File: src/shared/oae_pkg.sv
package oae_pkg;
   // ----------------------------------------------------------------
   // operand word layout
   // ----------------------------------------------------------------
   localparam int unsigned FIELD_W = 14;
   localparam int unsigned SCALE_W = 15;
   localparam int unsigned FRAC_W = 15;
   localparam int unsigned MODE_LSB = 14;
   localparam int unsigned WORD_ALIGN_BITS = 4;

   // addressing mode codes, shared by both axes
   typedef enum logic [1:0] {
      MODE_ABSOLUTE = 2'h0,
      MODE_VIEWPORT = 2'h1,
      MODE_RELATIVE = 2'h2,
      MODE_INDIRECT = 2'h3
   } oae_mode_e;

   // ----------------------------------------------------------------
   // register byte offsets
   // ----------------------------------------------------------------
   localparam logic [7:0] OFS_CTRL = 8'h00;
   localparam logic [7:0] OFS_WORD1 = 8'h04;
   localparam logic [7:0] OFS_WORD2 = 8'h08;
   localparam logic [7:0] OFS_VIEWPORT = 8'h0C;
   localparam logic [7:0] OFS_PEN = 8'h10;
   localparam logic [7:0] OFS_SCALE = 8'h14;
   localparam logic [7:0] OFS_STATUS = 8'h18;
   localparam logic [7:0] OFS_RESULT = 8'h1C;
   localparam logic [7:0] OFS_FRAC_ERR = 8'h20;

   // field positions inside the X,Y pair registers and the control and status registers
   localparam int unsigned PAIR_X_LSB = 0;
   localparam int unsigned PAIR_Y_LSB = 16;
   localparam int unsigned CTRL_START_BIT = 0;
   localparam int unsigned STAT_BUSY_BIT = 0;
   localparam int unsigned STAT_DONE_BIT = 1;

   // ----------------------------------------------------------------
   // reset values
   // ----------------------------------------------------------------
   localparam logic [15:0] RST_WORD = 16'h0000;
   localparam logic [13:0] RST_COORD = 14'h0000;
   localparam logic [14:0] RST_SCALE = 15'h0000;
   localparam logic [14:0] RST_FRAC = 15'h0000;
   localparam logic [31:0] RST_RDATA = 32'h0000_0000;
endpackage

File: src/verilog/oae_operand_eval.sv
// ------------------------------------------------------------------
// operand address evaluator
// ------------------------------------------------------------------
// Behaviour
// - two-bit mode field picks absolute, viewport, relative or indirect for both axes
// - X field is 14-bit signed, multiplied by nonzero X scale when mode allows
// - each pair is two independent axis translations, each with its own scale
// - no scaling in absolute or indirect; viewport/relative scale only when factor nonzero
// - multiplier gives 29-bit product: 14-bit integer, 15-bit fraction
// - absolute uses field directly, ignores scale, keeps fractional error
// - absolute origin upper-left, Y grows downward
// - unscaled viewport adds viewport location, keeps fractional error
// - scaled viewport adds location to product integer, ignores old fraction, stores new
// - viewport Y positive lands above location; truncation moves pixel up
// - unscaled relative adds pen position, keeps fractional error
// - relative Y positive lands above pen position
// - scaled relative adds stored fraction into product, saves resulting fraction
// - indirect fetches new pair from X,Y and X,Y+1 of plane zero
// - fetched pair is evaluated normally, including further indirection
module oae_operand_eval (
   // clock and reset
   input wire logic i_clk_sys,
   input wire logic i_rst,
   // ahb-lite slave
   input wire logic i_hsel,
   input wire logic [31:0] i_haddr,
   input wire logic [1:0] i_htrans,
   input wire logic i_hwrite,
   input wire logic [2:0] i_hsize,
   input wire logic [31:0] i_hwdata,
   input wire logic i_hready,
   output logic [31:0] o_hrdata,
   output logic o_hreadyout,
   output logic o_hresp,
   // display memory read port, plane 0
   output logic o_mem_req,
   output logic [13:0] o_mem_x,
   output logic [13:0] o_mem_y,
   input wire logic i_mem_valid,
   input wire logic [15:0] i_mem_data,
   // evaluation result
   output logic [13:0] o_eff_x,
   output logic [13:0] o_eff_y,
   output logic o_busy,
   output logic o_done
);

   typedef enum logic [1:0] {
      ST_IDLE,
      ST_EVAL,
      ST_FETCH_W1,
      ST_FETCH_W2
   } oae_state_e;

   typedef struct packed {
      oae_state_e state;
      logic wr_pend;
      logic [7:0] wr_addr;
      logic [31:0] rdata;
      logic [15:0] word1;
      logic [15:0] word2;
      logic [13:0] vp_x;
      logic [13:0] vp_y;
      logic [13:0] pen_x;
      logic [13:0] pen_y;
      logic [14:0] scale_x;
      logic [14:0] scale_y;
      logic [14:0] ferr_x;
      logic [14:0] ferr_y;
      logic [13:0] eff_x;
      logic [13:0] eff_y;
      logic done;
      logic mem_req;
      logic [13:0] mem_x;
      logic [13:0] mem_y;
   } oae_regs_s;

   oae_regs_s r_q;
   oae_regs_s r_d;

   // ----------------------------------------------------------------
   // one axis translation: returns {update_frac, frac, address}
   // ----------------------------------------------------------------
   // flip is set for Y in viewport and relative mode: the field is negated before
   // the multiply so that floor truncation moves the pixel up the screen
   // negating -8192 gives +8192, which still fits the fifteen-bit signed copy
   // the factor is unsigned, so a zero-extended copy keeps the sign of the field
   // the stored fraction is unsigned and joins the sum only in relative mode;
   // viewport scaling starts afresh each time and only replaces the stored fraction
   // the unscaled path hands the old fraction back so the caller can leave it alone
   function automatic logic [29:0] eval_axis(input logic [13:0] fld, input logic [13:0] base,
         input logic [14:0] scl, input logic [1:0] mode, input logic [14:0] ferr, input logic flip);
      logic signed [14:0] f;
      logic signed [30:0] p;
      logic scaled;
      logic [13:0] addr;
      logic [14:0] frac;
      f = $signed({fld[13], fld});
      if (flip) begin
         f = -f;
      end
      scaled = ((mode == oae_pkg::MODE_VIEWPORT) || (mode == oae_pkg::MODE_RELATIVE))
               && (scl != oae_pkg::RST_SCALE);
      p = f * $signed({1'b0, scl});
      if (mode == oae_pkg::MODE_RELATIVE) begin
         p = p + $signed({16'h0000, ferr});
      end
      // integer part is the fourteen bits above the fraction; anything higher falls
      // away, as the address wraps in fourteen bits like the unscaled sum does
      if (scaled) begin
         addr = base + p[28:15];
         frac = p[14:0];
      end else begin
         addr = base + f[13:0];
         frac = ferr;
      end
      return {scaled, frac, addr};
   endfunction

   // ----------------------------------------------------------------
   // axis evaluation of the current pair
   // ----------------------------------------------------------------
   logic [1:0] mode;
   logic [13:0] base_x;
   logic [13:0] base_y;
   logic [29:0] res_x;
   logic [29:0] res_y;

   // mode picks the offset for both axes at once; absolute and indirect add zero
   // the mode sits in the two top bits of the first word and covers both axes
   // indirect fields never reach the result through this path: the sequencer
   // sends them to the fetch port instead
   always_comb begin
      mode = r_q.word1[15:oae_pkg::MODE_LSB];
      unique case (mode)
         oae_pkg::MODE_VIEWPORT: begin
            base_x = r_q.vp_x;
            base_y = r_q.vp_y;
         end
         oae_pkg::MODE_RELATIVE: begin
            base_x = r_q.pen_x;
            base_y = r_q.pen_y;
         end
         default: begin
            base_x = oae_pkg::RST_COORD;
            base_y = oae_pkg::RST_COORD;
         end
      endcase
   end

   // the X axis is never flipped: positive X always moves right
   // Y is flipped in every mode but absolute, where Y grows down the screen
   // two independent translations, each with its own scale and error
   assign res_x = eval_axis(r_q.word1[13:0], base_x, r_q.scale_x, mode, r_q.ferr_x, 1'b0);
   assign res_y = eval_axis(r_q.word2[13:0], base_y, r_q.scale_y, mode, r_q.ferr_y,
                            mode != oae_pkg::MODE_ABSOLUTE);

   // ----------------------------------------------------------------
   // bus decode
   // ----------------------------------------------------------------
   logic addr_phase;
   logic start_wr;
   logic wr_data_ok;

   // word transfers only; narrower sizes still hit the whole register
   // htrans bit one marks NONSEQ and SEQ; IDLE and BUSY start nothing
   // the slave has no wait states, so write data always arrives in the cycle after
   // its address phase; wr_pend carries the address phase forward by one cycle
   // a start is recognised in the data phase, together with its write data
   assign addr_phase = i_hsel && i_hready && i_htrans[1];
   assign wr_data_ok = r_q.wr_pend;
   assign start_wr = wr_data_ok && (r_q.wr_addr == oae_pkg::OFS_CTRL)
                     && i_hwdata[oae_pkg::CTRL_START_BIT];

   // read mux used in the address phase; write-only and unused offsets read zero
   // so that software probing the map never sees a stale bus value
   function automatic logic [31:0] read_mux(input oae_regs_s s, input logic [7:0] a);
      logic [31:0] v;
      v = 32'h0000_0000;
      unique case (a)
         oae_pkg::OFS_WORD1: v = {16'h0000, s.word1};
         oae_pkg::OFS_WORD2: v = {16'h0000, s.word2};
         oae_pkg::OFS_VIEWPORT: v = {2'h0, s.vp_y, 2'h0, s.vp_x};
         oae_pkg::OFS_PEN: v = {2'h0, s.pen_y, 2'h0, s.pen_x};
         oae_pkg::OFS_SCALE: v = {1'h0, s.scale_y, 1'h0, s.scale_x};
         oae_pkg::OFS_STATUS: v = {30'h0000_0000, s.done, s.state != ST_IDLE};
         oae_pkg::OFS_RESULT: v = {2'h0, s.eff_y, 2'h0, s.eff_x};
         oae_pkg::OFS_FRAC_ERR: v = {1'h0, s.ferr_y, 1'h0, s.ferr_x};
         default: v = 32'h0000_0000;
      endcase
      return v;
   endfunction

   // ----------------------------------------------------------------
   // next-state logic
   // ----------------------------------------------------------------
   always_comb begin
      // defaults hold every field; only the branches below move anything
      r_d = r_q;
      // address phase: reads are sampled now so hrdata comes from a flop
      r_d.wr_pend = addr_phase && i_hwrite;
      if (addr_phase) begin
         r_d.wr_addr = i_haddr[7:0];
         r_d.rdata = i_hwrite ? oae_pkg::RST_RDATA : read_mux(r_q, i_haddr[7:0]);
      end
      // data phase writes; operand words are locked while an evaluation runs
      // viewport, pen and scale are not locked: a write during a fetch is seen by
      // the evaluation that follows the fetch
      if (wr_data_ok) begin
         unique case (r_q.wr_addr)
            oae_pkg::OFS_WORD1: begin
               if (r_q.state == ST_IDLE) begin
                  r_d.word1 = i_hwdata[15:0];
               end
            end
            oae_pkg::OFS_WORD2: begin
               if (r_q.state == ST_IDLE) begin
                  r_d.word2 = i_hwdata[15:0];
               end
            end
            oae_pkg::OFS_VIEWPORT: begin
               r_d.vp_x = i_hwdata[oae_pkg::PAIR_X_LSB +: 14];
               r_d.vp_y = i_hwdata[oae_pkg::PAIR_Y_LSB +: 14];
            end
            oae_pkg::OFS_PEN: begin
               r_d.pen_x = i_hwdata[oae_pkg::PAIR_X_LSB +: 14];
               r_d.pen_y = i_hwdata[oae_pkg::PAIR_Y_LSB +: 14];
            end
            oae_pkg::OFS_SCALE: begin
               r_d.scale_x = i_hwdata[oae_pkg::PAIR_X_LSB +: 15];
               r_d.scale_y = i_hwdata[oae_pkg::PAIR_Y_LSB +: 15];
            end
            default: begin
            end
         endcase
      end
      // evaluation sequencer
      // EVAL finishes a direct pair in one cycle or hands an indirect pair to the
      // fetch port; FETCH_W1 and FETCH_W2 each wait for one word from plane zero
      // the fetched pair returns to EVAL, so nesting has no depth limit
      // limitation: a chain of indirect pairs that points at itself never finishes
      unique case (r_q.state)
         ST_IDLE: begin
            // done is cleared here and set only in EVAL, so the two never meet
            if (start_wr) begin
               r_d.done = 1'b0;
               r_d.state = ST_EVAL;
            end
         end
         ST_EVAL: begin
            if (mode == oae_pkg::MODE_INDIRECT) begin
               // fields are a raw integer address; X must be word aligned
               r_d.mem_x = r_q.word1[13:0];
               r_d.mem_y = r_q.word2[13:0];
               r_d.mem_req = 1'b1;
               r_d.state = ST_FETCH_W1;
            end else begin
               // fractions move only on a scaled evaluation of that axis
               r_d.eff_x = res_x[13:0];
               r_d.eff_y = res_y[13:0];
               if (res_x[29]) begin
                  r_d.ferr_x = res_x[28:14];
               end
               if (res_y[29]) begin
                  r_d.ferr_y = res_y[28:14];
               end
               r_d.done = 1'b1;
               r_d.state = ST_IDLE;
            end
         end
         ST_FETCH_W1: begin
            if (i_mem_valid) begin
               // first word carries the mode and X; the row below holds Y
               r_d.word1 = i_mem_data;
               r_d.mem_y = r_q.mem_y + 14'h0001;
               r_d.state = ST_FETCH_W2;
            end
         end
         ST_FETCH_W2: begin
            if (i_mem_valid) begin
               // the request drops with the last word, so no stray third read is made
               r_d.word2 = i_mem_data;
               r_d.mem_req = 1'b0;
               r_d.state = ST_EVAL;
            end
         end
      endcase
   end

   // ----------------------------------------------------------------
   // state register
   // ----------------------------------------------------------------
   // every field, fractional errors included, starts at zero; the reset is
   // asynchronous so a fetch request drops at once when the device is reset
   always_ff @(posedge i_clk_sys or posedge i_rst) begin
      if (i_rst) begin
         r_q.state <= ST_IDLE;
         r_q.wr_pend <= 1'b0;
         r_q.wr_addr <= oae_pkg::OFS_CTRL;
         r_q.rdata <= oae_pkg::RST_RDATA;
         r_q.word1 <= oae_pkg::RST_WORD;
         r_q.word2 <= oae_pkg::RST_WORD;
         r_q.vp_x <= oae_pkg::RST_COORD;
         r_q.vp_y <= oae_pkg::RST_COORD;
         r_q.pen_x <= oae_pkg::RST_COORD;
         r_q.pen_y <= oae_pkg::RST_COORD;
         r_q.scale_x <= oae_pkg::RST_SCALE;
         r_q.scale_y <= oae_pkg::RST_SCALE;
         r_q.ferr_x <= oae_pkg::RST_FRAC;
         r_q.ferr_y <= oae_pkg::RST_FRAC;
         r_q.eff_x <= oae_pkg::RST_COORD;
         r_q.eff_y <= oae_pkg::RST_COORD;
         r_q.done <= 1'b0;
         r_q.mem_req <= 1'b0;
         r_q.mem_x <= oae_pkg::RST_COORD;
         r_q.mem_y <= oae_pkg::RST_COORD;
      end else begin
         r_q <= r_d;
      end
   end

   // ----------------------------------------------------------------
   // outputs
   // ----------------------------------------------------------------
   // zero wait states; the slave never errors
   // hresp is tied to OKAY: refused writes are dropped silently
   // busy is decoded from the state flop, so it rises in the cycle after the start
   // write lands and falls in the cycle in which the result registers load
   assign o_hrdata = r_q.rdata;
   assign o_hreadyout = 1'b1;
   assign o_hresp = 1'b0;
   assign o_mem_req = r_q.mem_req;
   assign o_mem_x = r_q.mem_x;
   assign o_mem_y = r_q.mem_y;
   assign o_eff_x = r_q.eff_x;
   assign o_eff_y = r_q.eff_y;
   assign o_busy = r_q.state != ST_IDLE;
   assign o_done = r_q.done;

endmodule

File: config.mk
export PLATFORM = sky130hd
export DESIGN_NAME = oae_operand_eval
export DESIGN_NICKNAME = d
export VERILOG_FILES = /design/src/shared/oae_pkg.sv /design/src/verilog/oae_operand_eval.sv
export SDC_FILE = /design/constraint.sdc
export NUM_CORES = 2
export LEC_CHECK = 0
export BUFFER_PORTS_ARGS = -buffer_cell sky130_fd_sc_hd__buf_2
export CORE_MARGIN = 2
export CORE_UTILIZATION = 35
export CTS_CLUSTER_SIZE = 12
export DETAILED_ROUTE_END_ITERATION = 10
export SYNTH_ARGS = -nofsm -noshare
export SYNTH_HDL_FRONTEND = slang
export SYNTH_SLANG_ARGS = --single-unit
File: constraint.sdc
create_clock -name i_clk_sys -period 12.6 [get_ports i_clk_sys]
set_input_delay 0.63 -clock i_clk_sys [delete_from_list [all_inputs] [get_ports i_clk_sys]]
set_output_delay 0.63 -clock i_clk_sys [all_outputs]
set_load 0.02 [all_outputs]
# Word level (Yosys, flattened, before mapping)
# Cells that the tools add are included.
# totals
output_inout_bits,93
reg_bits,249
elab_cells,117
inputBits,91
# classes
n_mul,2
eq_ne,24
addsub,8
n_reduce_logical,28
muxes,34
bitwise_logic,1
# ops
operator,n
$pmux 31 s8,1
$mux 16,8
$mux 118,1
$mux 29,3
$pmux 14 s2,3
$add 29x16->29,2
$add 14x14->14,4
$mux 28,2
$eq 8x5->1 const B,6
$mux 14,3
$eq 8x4->1 const B,4
$mux 32,1
$mux 30,1
$reduce_bool 15->1,2
$mul 14x16->29,1
$mul 15x16->29,1
$reduce_and 3->1,6
$eq 8x3->1 const B,2
$mux 15,1
$neg 14->15,1
$add 14x1->14 const B,1
$ne 2x2->1 const B,5
$reduce_and 2->1,5
$reduce_bool 2->1,5
other kinds (12),28

# Depth between registers and ports, before layout
# depth
depth_word,7
depth_mapped,47
ltp_nobuf,46

# Worst setup path before layout
# No wires, ideal clock.
# synth_path
path_type,register to register
start,"reg r_q, in the netlist mode[0]"
end,"reg r_q, in the netlist o_eff_y[13]"
path_buffers,2
setup_time_ps,123
synth_period_minus_slack_ps,9950
setup_slack_ps,2650
t_arrival_ps,9827
stages_incl_launch_ff,43
t_required_ps,12477
cell_sequence,dfrtp_1 > inv_1 > ha_1 > clkbuf_1 > nor2_1 > xor2_1 > clkbuf_1 > nand2_1 > fa_1 > fa_1 > inv_1 > fa_1 > inv_1 > fa_1 > inv_1 > fa_1 > fa_1 > ha_1 > [7 not listed] > a21oi_1 > nor3_1 > o21bai_1 > nand2_1 > xnor2_1 > a21oi_1 > ha_1 > a211oi_1 > o21ai_0 > a31oi_1 > o21bai_1 > a2111o_1 > a31o_2 > a21oi_1 > xor2_1 > xnor2_1 > or3_2 > o221a_1
# synth_via
elab_chain_cells,7
elab_cells_between_ends,16
classes_between,add/sub: 3; mul: 1; eq/ne: 3; mux: 4; bitwise: 1; reduce/logical: 4
# synth_lines
item,line,rtl
from (decl),oae_operand_eval.sv:78,oae_regs_s r_q;
from (signal assigned),oae_operand_eval.sv:318,r_q <= r_d;
$reduce_bool 2->1,oae_operand_eval.sv:156,mode != oae_pkg::MODE_ABSOLUTE);
$mux 15,oae_operand_eval.sv:99,if (flip) begin
$mul 15x16->29,oae_operand_eval.sv:104,"p = f * $signed({1'b0, scl});"
$add 29x16->29,oae_operand_eval.sv:106,"p = p + $signed({16'h0000, ferr});"
$mux 29,oae_operand_eval.sv:105,if (mode == oae_pkg::MODE_RELATIVE) begin
$add 14x14->14,oae_operand_eval.sv:111,addr = base + p[28:15];
$mux 14,oae_operand_eval.sv:110,if (scaled) begin
# Several ways; a longest one is shown, not always the timed one.
# A chain may end at the register's enable or synchronous reset.

# Worst setup path after layout
# Ends and elaborated chain as after synthesis.

==> flow_metrics.env <==
export IMPL_cp_slowest_stage_delay_ns=0.82
export IMPL_timing_final_crit_share_pct=90.38
export IMPL_post_synth_top_area_fraction_pct=21.25
export IMPL_vias_per_cell=5.348
export IMPL_wirelength_um=94890
export IMPL_start_util_pct=35.34
export IMPL_rows=108
export IMPL_yosys_area_top_type="fa_1"
export IMPL_fin_area_mm2=0.03320
export IMPL_grt_pass1_vias=25100
export IMPL_r2r_start="mode[0]"
export IMPL_crit_family="adder cells"
export IMPL_drc_errors=0
export IMPL_die_h_um=300.2
export IMPL_synth_seq_area_share_pct=20.21
export IMPL_regArea_mm2=0.006206
export IMPL_cp_data_arrival_time_ns=11.88
export IMPL_nFillCells=8783
export IMPL_port_buffers=151
export IMPL_path_clk_slew_ns=0.06
export IMPL_drv_slew=0
export IMPL_cts_tree="built"
export IMPL_synth_edff_count=0
export IMPL_grt_max_degree=129
export IMPL_cts_resized=0
export IMPL_place_hpwl_um=70940
export IMPL_crit_top_cell="fa_1"
export IMPL_synth_cell_types=92
export IMPL_vias=24370
export IMPL_dr_pass1_iters=7
export IMPL_fp_dieW_um=300.2
export IMPL_synth_ff_type="dfrtp_1"
export IMPL_syn_inst=3403
export IMPL_ys_ff_latch=248
export IMPL_cts_buffer_depth=3
export IMPL_numCtsBuffers=31
export IMPL_grt_antenna_before_repair=8
export IMPL_clk_latency_ns=0.61
export IMPL_rsz0062_at_grt="no"
export IMPL_setup_viol=0
export IMPL_crit_path_max_fanout=15
export IMPL_overflow=0
export IMPL_hold_viol=0
export IMPL_status="complete, no violations"
export IMPL_slew_headroom_pct=15.61
export IMPL_cpMaxStageDelayCell="xnor2_1"
export IMPL_multi_input_comb_area_mm2=0.02172
export IMPL_critPathLaunchType="flip-flop"
export IMPL_cts_hold_buffers=0
export IMPL_track_usage_pct=21.31
export IMPL_cts_htree_levels=1
export IMPL_drive_gt1_share_pct=12.32
export IMPL_synth_avg_cell_area_um2=9.024
export IMPL_coreArea_mm2=0.08689
export IMPL_dpl_instance_area_mm2=0.03208
export IMPL_postCtsSetupBuffers=0
export IMPL_path_class="reg2reg"
export IMPL_ioPinCount=184
export IMPL_nets=4071
export IMPL_globalplace_congestion=0.8890
export IMPL_drt_iter0_drc=2086
export IMPL_syn2layout_area_growth_pct=8.128
export IMPL_fmax_mhz=87.81
export IMPL_required_ns=13.10
export IMPL_max_cap_viol_count=0
export IMPL_crit_start="mode[0]"
export IMPL_ys_async_sr_fraction_pct=100.0
export IMPL_antenna_left=0
export IMPL_wl_per_cell_um=20.83
export IMPL_synth_area_top_cells="fa_1 (21%), dfrtp_1 (20%), ha_1 (11%)"
export IMPL_final_cells=4556
export IMPL_worstHoldPathType="in2async"
export IMPL_antenna_cells=0
export IMPL_setup_tns_ns=0
export IMPL_dp_cells=4503
export IMPL_critPathCaptureType="flip-flop"
export IMPL_root_buffer="clkbuf_16"
export IMPL_dieArea_mm2=0.09012
export IMPL_path_buf_inv=5
export IMPL_period_needed_ns=11.39
export IMPL_grt_pass1_wl_um=148800
export IMPL_fin_skew_ns=0.01122
export IMPL_worstMarginPinSlew_ns=1.261
export IMPL_cts_sinks=248
export IMPL_synth_area_mm2=0.03071
export IMPL_ys_warn_count=0
==> synthesized netlist by cell type (61+ instances only) <==
master and n:
xnor2_1 92, mux2i_1 61, and2_1 159, dfrtp_1 248, clkbuf_1 157, inv_1 402, nor2_1 161, buf_4 92
fa_1 326, ha_1 273, mux2_2 114, a21oi_1 132, o21ai_0 133, nand2_1 441
==> layer usage <==
layer	share of wire, %	wire [um]	global-route usage (%)	up-vias
met2	45	42660	34.42	846
met4	2.9	2744	5.643	10
met1	43	41270	28.73	12210
li1	-	-	-	11140
met3	8.6	8149	4.878	159
met5	0.061	58	0	-
==> stage by stage <==
stage | hold slack, ns | setup WS (ns) | utilization, %
final | 0.2287 | 1.212 | 38.21
after global routing | 0.2491 | 0.4423 | 38.21
after CTS | 0.2198 | 1.284 | 38.21
after detailed placement | 0.4733 | 1.354 | 36.92
after global placement | 0.4660 | 1.481 | 36.92
after floorplan | 0.4400 | 2.650 | -
==> cell type report <==
| cell class | instances | share of cell area (%) |
|---|---|---|
| well taps | 1155 | 4.352 |
| inverters | 404 | 4.590 |
| multi-input cells | 2488 | 65.40 |
| repair buffers | 208 | 3.565 |
| clock buffers | 41 | 2.630 |
| flip-flops and latches | 248 | 18.69 |
| clock inverters | 12 | 0.7687 |
==> cells in the final DEF, fill, tap and decap left out, drive strengths merged, types with 23 or more instances in the layout <==
cell type | Yosys | routed
a21o | 33 | 33
a21oi | 132 | 132
a222oi | 25 | 25
a22o | 46 | 46
a22oi | 51 | 51
and2 | 160 | 160
buf | 106 | 208
clkbuf | 157 | 41
dfrtp | 248 | 248
fa | 326 | 326
ha | 273 | 273
inv | 402 | 403
mux2 | 114 | 114
mux2i | 61 | 61
nand2 | 441 | 441
nand2b | 39 | 39
nand3 | 37 | 37
nand4 | 23 | 23
nor2 | 161 | 161
nor2b | 43 | 43
nor3 | 40 | 40
o21ai | 138 | 138
xnor2 | 92 | 92
xor2 | 44 | 44
==> kinds of logic (layout without fill, tap and decap cells) <==
logic type	count (synthesis)	count (layout)	synth area share [%]
compound gates	559	559	12.28
xor+xnor	136	136	3.879
fa+ha+maj	599	599	32.38
buf+inv	668	665	9.314
flops	248	248	20.21
mux	175	175	6.169
other cells	2	3	0.02446
simple gates	1016	1016	15.75
==> state kept, by name, summed over array words and instances (netlist names) <==
name / count
mode: 2
o_done: 1
o_eff_x: 14
o_eff_y: 14
o_hrdata: 31
o_mem_req: 1
o_mem_x: 14
o_mem_y: 14
r_q: 156
wr_data_ok: 1
==> worst register-to-register path, delay by kind of cell (launching register included) <==
family	cells	cell delay, ns
AOI/OAI and AO/OA	14	3.33
buffers and inverters	5	0.36
DFF	1	0.49
and+or+nand+nor	7	1.07
adders and majority gates	10	4.56
xor gates and xnor gates	5	1.48
==> final timing paths <==
check | depth (start not counted) | end | slack, ns
worst max-delay path | 41 | o_eff_y[13] | 1.21
worst min-delay path | 2 | o_mem_y[1] | 0.23
worst min register to register | 2 | o_hrdata[1] | 0.49
max in group asynchronous | 3 | r_q[164] | 10.89
min in group i_clk_sys | 3 | r_q[194] | 0.24
worst max register to register | 41 | o_eff_y[13] | 1.21
Power is not shown: default switching activity piles up to over one toggle a cycle in this logic, so the estimate is an artifact.
